### src/hdl/exec_regs.vh
`ifndef EXEC_REGS_VH
`define EXEC_REGS_VH
// opcode field positions and patterns (14-bit instruction word)
`define OP_HI          13
`define OP_LO          8
`define OP_DEST_BIT    7
`define OP_ADDR_HI     6
`define OP_ADDR_LO     0
`define OP_LIT_HI      7
`define OP_LIT_LO      0
// upper six bits of each handled instruction
`define OPC_OR_FILE    6'h04
`define OPC_MOVE_FILE  6'h08
`define OPC_MOVE_WORK  6'h00
// literal load: top four bits 1100, bits 9:8 are don't care
`define OPC_LOAD_LIT4  4'hC
// quarter phase codes
`define PH_DECODE      2'h0
`define PH_READ        2'h1
`define PH_PROCESS     2'h2
`define PH_WRITE       2'h3
// reset values
`define WORK_RESET     8'h00
`endif

### src/hdl/quarter_phase.v
`timescale 1ns/1ps
`default_nettype none
`include "exec_regs.vh"
// four quarter phase sequencer, one phase per enabled clock
module quarter_phase
(
  input  wire       clock_i,
  input  wire       nrst_i,
  input  wire       step_i,
  output reg  [1:0] phase_o
);
  // phases wrap decode, read, process, write
  always @(posedge clock_i)
  begin
    if (!nrst_i)
      phase_o <= `PH_DECODE;
    else if (step_i)
      phase_o <= phase_o + 2'h1;
  end
endmodule // quarter_phase
`default_nettype wire

### src/hdl/or_and_move_instruction_exec.v
`timescale 1ns/1ps
`default_nettype none
`include "exec_regs.vh"
module or_and_move_instruction_exec
(
  input  wire        clock_i,
  input  wire        nrst_i,
  input  wire        step_i,
  input  wire [13:0] instr_i,
  input  wire [7:0]  file_rdata_i,
  output reg  [1:0]  phase_o,
  output reg         file_re_o,
  output reg         file_we_o,
  output reg  [6:0]  file_addr_o,
  output reg  [7:0]  file_wdata_o,
  output reg  [7:0]  work_o,
  output reg         zero_o,
  output reg         illegal_o
);
  localparam K_NONE = 3'h0;
  localparam K_OR   = 3'h1;
  localparam K_MOVE_FILE_TO_DEST = 3'h2;
  localparam K_MOVW = 3'h3;
  localparam K_LIT  = 3'h4;

  wire [1:0] phase;
  reg  [2:0] kind_r;
  reg  [13:0] ir_r;
  reg  [7:0] operand_r;
  reg  [7:0] result_r;
  reg  [2:0] kind_nxt;

  // next values chosen by the combinational quarter logic
  reg  [7:0] result_nxt;
  reg  [7:0] work_nxt;
  reg        zero_nxt;
  reg        we_nxt;
  reg  [7:0] wdata_nxt;
  reg        re_nxt;

  // helpers for the decode, read and write quarters
  wire [7:0] operand_nxt;
  wire       illegal_nxt;
  wire       result_zero;

  quarter_phase u_phase
  (
    .clock_i (clock_i),
    .nrst_i  (nrst_i),
    .step_i  (step_i),
    .phase_o (phase)
  );

  // widths of the datapath and of the file address
  localparam DATA_W = 8;
  localparam ADDR_W = 7;

  // fields of the incoming word, split once so the decode reads plainly
  wire [5:0]        opc_top;
  wire [3:0]        opc_lit;
  wire              dest_in;
  wire [ADDR_W-1:0] addr_in;
  assign opc_top = instr_i[`OP_HI:`OP_LO];
  assign opc_lit = instr_i[13:10];
  assign dest_in = instr_i[`OP_DEST_BIT];
  assign addr_in = instr_i[`OP_ADDR_HI:`OP_ADDR_LO];

  // fields of the held word, read by the later quarters
  wire       dest_held;
  wire [7:0] lit_held;
  assign dest_held = ir_r[`OP_DEST_BIT];
  assign lit_held  = ir_r[`OP_LIT_HI:`OP_LIT_LO];

  // classify the incoming word; a store with the select bit clear is a no-op
  always @*
  begin
    kind_nxt = K_NONE;
    case (opc_top)
      `OPC_OR_FILE:
        kind_nxt = K_OR;
      `OPC_MOVE_FILE:
        kind_nxt = K_MOVE_FILE_TO_DEST;
      `OPC_MOVE_WORK:
        if (dest_in)
          kind_nxt = K_MOVW;
      default:
        if (opc_lit == `OPC_LOAD_LIT4)
          kind_nxt = K_LIT;
    endcase
  end

  // decode quarter fetch: every kind that names a file register reads it
  always @*
  begin
    case (kind_nxt)
      K_OR, K_MOVE_FILE_TO_DEST, K_MOVW:
        re_nxt = 1'b1;
      default:
        re_nxt = 1'b0;
    endcase
  end

  // unknown words still walk all four quarters, but change nothing
  assign illegal_nxt = (kind_nxt == K_NONE);

  // read quarter source: the literal rides in the word, the rest come from the file
  assign operand_nxt = (kind_r == K_LIT) ? lit_held : file_rdata_i;

  // per bit inclusive or of work and the fetched operand
  genvar gi;
  wire [DATA_W-1:0] or_bits;
  generate
    for (gi = 0; gi < DATA_W; gi = gi + 1)
    begin : g_or_bit
      assign or_bits[gi] = work_o[gi] | operand_r[gi];
    end
  endgenerate

  // process quarter value; the or and the store of work to a file read the working register
  always @*
  begin
    result_nxt = 8'h00;
    case (kind_r)
      K_OR:    result_nxt = or_bits;
      K_MOVE_FILE_TO_DEST:  result_nxt = operand_r;
      K_MOVW:  result_nxt = work_o;
      K_LIT:   result_nxt = operand_r;
      default: result_nxt = 8'h00;
    endcase
  end

  // zero test of the processed value, ready before the write quarter
  assign result_zero = (result_r == 8'h00);

  // write quarter targets; whatever the kind does not name keeps its value
  always @*
  begin
    work_nxt  = work_o;
    zero_nxt  = zero_o;
    we_nxt    = 1'b0;
    wdata_nxt = file_wdata_o;
    case (kind_r)
      K_OR, K_MOVE_FILE_TO_DEST:
      begin
        zero_nxt = result_zero;
        if (dest_held)
        begin
          // with the move this rewrite leaves the data as it was
          we_nxt    = 1'b1;
          wdata_nxt = result_r;
        end
        else
          work_nxt = result_r;
      end
      K_MOVW:
      begin
        we_nxt    = 1'b1;  // flag untouched
        wdata_nxt = result_r;
      end
      K_LIT:
        work_nxt = result_r;  // flag untouched
      default:
        work_nxt = work_o;  // unhandled words act as no operation
    endcase
  end

  // quarter phase datapath; step_i paces the phases so a full cycle is four steps
  always @(posedge clock_i)
  begin
    if (!nrst_i)
    begin
      kind_r       <= K_NONE;
      ir_r         <= 14'h0000;
      operand_r    <= 8'h00;
      result_r     <= 8'h00;
      phase_o      <= `PH_DECODE;
      file_re_o    <= 1'b0;
      file_we_o    <= 1'b0;
      file_addr_o  <= 7'h00;
      file_wdata_o <= 8'h00;
      work_o       <= `WORK_RESET;
      zero_o       <= 1'b0;
      illegal_o    <= 1'b0;
    end
    else
    begin
      file_we_o <= 1'b0;
      file_re_o <= 1'b0;
      if (step_i)
      begin
        phase_o <= phase + 2'h1;
        case (phase)
          `PH_DECODE:
          begin
            // decode quarter latches the word
            ir_r        <= instr_i;
            kind_r      <= kind_nxt;
            illegal_o   <= illegal_nxt;
            file_addr_o <= addr_in;
            file_re_o   <= re_nxt;
          end
          `PH_READ:
          begin
            // read quarter samples the operand
            operand_r <= operand_nxt;
          end
          `PH_PROCESS:
          begin
            // process quarter forms the result
            result_r <= result_nxt;
          end
          `PH_WRITE:
          begin
            // write quarter; file writes pulse one clock
            work_o       <= work_nxt;
            zero_o       <= zero_nxt;
            file_we_o    <= we_nxt;
            file_wdata_o <= wdata_nxt;
          end
          default:
            phase_o <= `PH_DECODE;
        endcase
      end
    end
  end
endmodule // or_and_move_instruction_exec
`default_nettype wire

### config.mk
export PLATFORM = sky130hd
export DESIGN_NAME = or_and_move_instruction_exec
export DESIGN_NICKNAME = d
export VERILOG_FILES = /design/src/hdl/quarter_phase.v /design/src/hdl/or_and_move_instruction_exec.v
export VERILOG_INCLUDE_DIRS = /design/src /design/src/hdl
export SDC_FILE = /design/constraint.sdc
export NUM_CORES = 1
export LEC_CHECK = 0
export BUFFER_PORTS_ARGS = -buffer_cell sky130_fd_sc_hd__buf_2
export CAP_MARGIN = 0
export CORE_ASPECT_RATIO = 1.1
export CORE_MARGIN = 4
export CORE_UTILIZATION = 45
export DETAILED_ROUTE_END_ITERATION = 16
export GPL_TIMING_DRIVEN = 1
export PLACE_DENSITY = 0.69
export RECOVER_POWER = 25
export REMOVE_ABC_BUFFERS = 1
export SYNTH_ARGS = -nofsm -noshare
export SYNTH_HDL_FRONTEND = slang
export SYNTH_SLANG_ARGS = --single-unit
export TNS_END_PERCENT = 20
### constraint.sdc
create_clock -name clock_i -period 2.6 [get_ports clock_i]
set_clock_uncertainty 0.15 [all_clocks]
set_input_delay 0.26 -clock clock_i [delete_from_list [all_inputs] [get_ports clock_i]]
set_output_delay 0.26 -clock clock_i [all_outputs]
set_load 0.03 [all_outputs]
==> run summary <==
Initial Utilization: 47.1%
H-tree levels: 2
ant diodes: 0
synth warn: 0
layout net count: 313
flops & latches, synth: 49
initial antenna violation count: 0
number of global-route vias before repair: 1634
Clock Sinks: 49
final cell count without fillers: 341
Layout area overhead: 13.3%
Most used DFF post-synth: dfxtp_1
Hold WC Path Type: input port to register
port bufs: 53
Pleak: 1.01 nW
DPL Wire Length: 3.35 mm
Ports: 54
grt total ovfl: 0
cell count after synthesis: 245
commonest cells after routing, fill and taps aside: dfxtp_1, nand2_1, buf_2
maxcap violations: 0
# rows: 26
most common cell after layout, fill and taps aside: dfxtp_1
Post-CTS Hold Fix Bufs: 0
Die Area: 6090 µm²
Pwr per Cell Area: 572 nW/µm²
Root Buffer: clkbuf_8
via count: 1781
Cells after DPL: 333
CTS tree: built
initial DRC count: 104
Max clock buf depth: 2
Die Y: 81.5 µm
Skew-Pair Late Insertion Delay: 0.31 ns
status: finished clean
routed vias/inst: 5.22
cell area after synthesis: 2210 µm²
Req. time, crit path: 2.68 ns
DRC violations left: 0
actual slew at the worst max-slew pin: 0.599 ns
critical path class: register to register
TritonCTS buffer count: 5
number of synthesized flops with an enable pin: 0
first-pass GRT wire length: 7.47 mm
Max Clk Rate: 0.510 GHz
CP endpoint kind: register
GR Util All Layers: 15.8%
fin util: 53.4%
fraction of layout cells with a size suffix above 1: 18.2%
final setup TNS: 0 ns
register area share after synthesis: 44.4%
final hold vios: 0
arrival time at the worst endpoint: 2.04 ns
Worst-path clk slew: 0.10 ns
post-cts sizing count: 0
DR pass1 iterations: 4
final worst setup slack: 0.641 ns
maximum vdd drop: 0.255 mV
dpl ws: 0.654 ns
ANT nets after route: 0
Core Area: 4680 µm²
Tcrit/Tclk final: 75.4%
Post-Route WL: 4.58 mm
final setup violation count: 0
relative slew slack: 60.0%
average size of a mapped cell: 9.01 µm²
routed len/inst: 13.4 µm
Post-synth ARST share: 0%
minimum clock period: 1.96 ns
library cells used by synthesis: 36
Startpoint Class: register
Die W: 74.8 µm
RSZ-0062 raised after global routing: no
post-CTS setup buffers: 0
gpl congestion: 0.722
largest net degree at the start of global routing: 30
worst-path fanout max: 16
Final Slew Violations: 0
==> cells by family (layout without fill, tap and decap cells) <==
| kind of cell | Yosys count | after routing | synth area share (%) |
|---|---|---|---|
| adder cells (fa/ha/maj) | 5 | 5 | 2.72 |
| AND/OR/NAND/NOR | 78 | 78 | 17.0 |
| multiplexers | 17 | 17 | 7.71 |
| AO/OA/AOI/OAI | 68 | 68 | 20.5 |
| buffers and inverters | 26 | 66 | 6.58 |
| flip-flops | 49 | 49 | 44.4 |
| XOR/XNOR | 2 | 2 | 1.13 |
==> power by group <==
group / switching (mW) / internal (mW) / leakage, nW
Sequential: 0.0257 / 0.775 / 0.398
Clock: 0.266 / 0.194 / 0.0447
Combinational: 0.107 / 0.0623 / 0.563
Total: 0.399 / 1.03 / 1.01
==> layout make-up <==
cell class,count,area (µm²)
timing repair buffer,56,267
tap,56,70.1
inverter,2,7.51
clock inverter,3,25.0
clock buffer,5,68.8
sequential,49,981
fill,461,2180
multi-input combinational,170,1080
==> path summary, 6_finish.rpt <==
path,startpoint,to,slack (ns),cells after the start
setup / recovery,kind_r[0],work_o[3],0.64,4
hold / removal,instr_i[4],file_addr_o[4],0.02,3
hold reg to reg,file_wdata_o[0],file_wdata_o[0],0.31,2
setup reg to reg,kind_r[0],work_o[3],0.64,4
==> sequential cells by signal, indices dropped and copies added, names as in the netlist <==
signal	flops
file_addr_o	6
u_phase.phase_o	2
file_wdata_o	8
ir_r	2
file_re_o	1
operand_r	8
file_we_o	1
zero_o	1
illegal_o	1
work_o	8
kind_r	3
result_r	8
==> per-stage QoR <==
stage,area [µm²],power (mW),hold slack [ns]
after global routing,2500,1.49,0.0331
after CTS,2520,1.45,0.0223
after floorplan,2070,0.918,0.232
after global placement,2430,0.988,0.292
after detailed placement,2430,0.991,0.299
final,2500,1.43,0.0226
==> per-layer routing <==
layer  track usage (%)  vias up  wire (µm)
met1              20.0      804       2220
met2              25.9       37       2060
li1                  -      934          -
met5                 0        -          0
met3              4.16        6        224
met4              5.34        0         71
==> cell usage after synthesis (2+ instances only) <==
master	count	share of area (%)
a22o_1	8	3.2
inv_1	2	0.34
nand3_1	9	2.0
and3_1	2	0.57
nand2_1	42	7.1
mux2i_1	17	7.7
nor2b_1	4	1.1
a22oi_1	7	2.4
dfxtp_1	49	44
o21ai_0	13	2.9
ha_1	4	2.3
o21ai_1	14	3.2
a21boi_1	9	3.1
clkbuf_1	12	2.0
buf_6	2	1.0
nor4bb_1	2	0.91
and2_1	3	0.85
nor2_1	7	1.2
buf_4	8	2.7
nor4_1	4	1.1
buf_2	2	0.45
a21oi_1	11	2.5
==> worst max-delay path, cell delays in order (launching register included) <==
cell     delay [ns]
dfxtp_1        0.71
xor2_2         0.31
a32oi_4        0.49
nand3_1        0.13
o21ai_1        0.09
(Power assumes the default switching activity.)
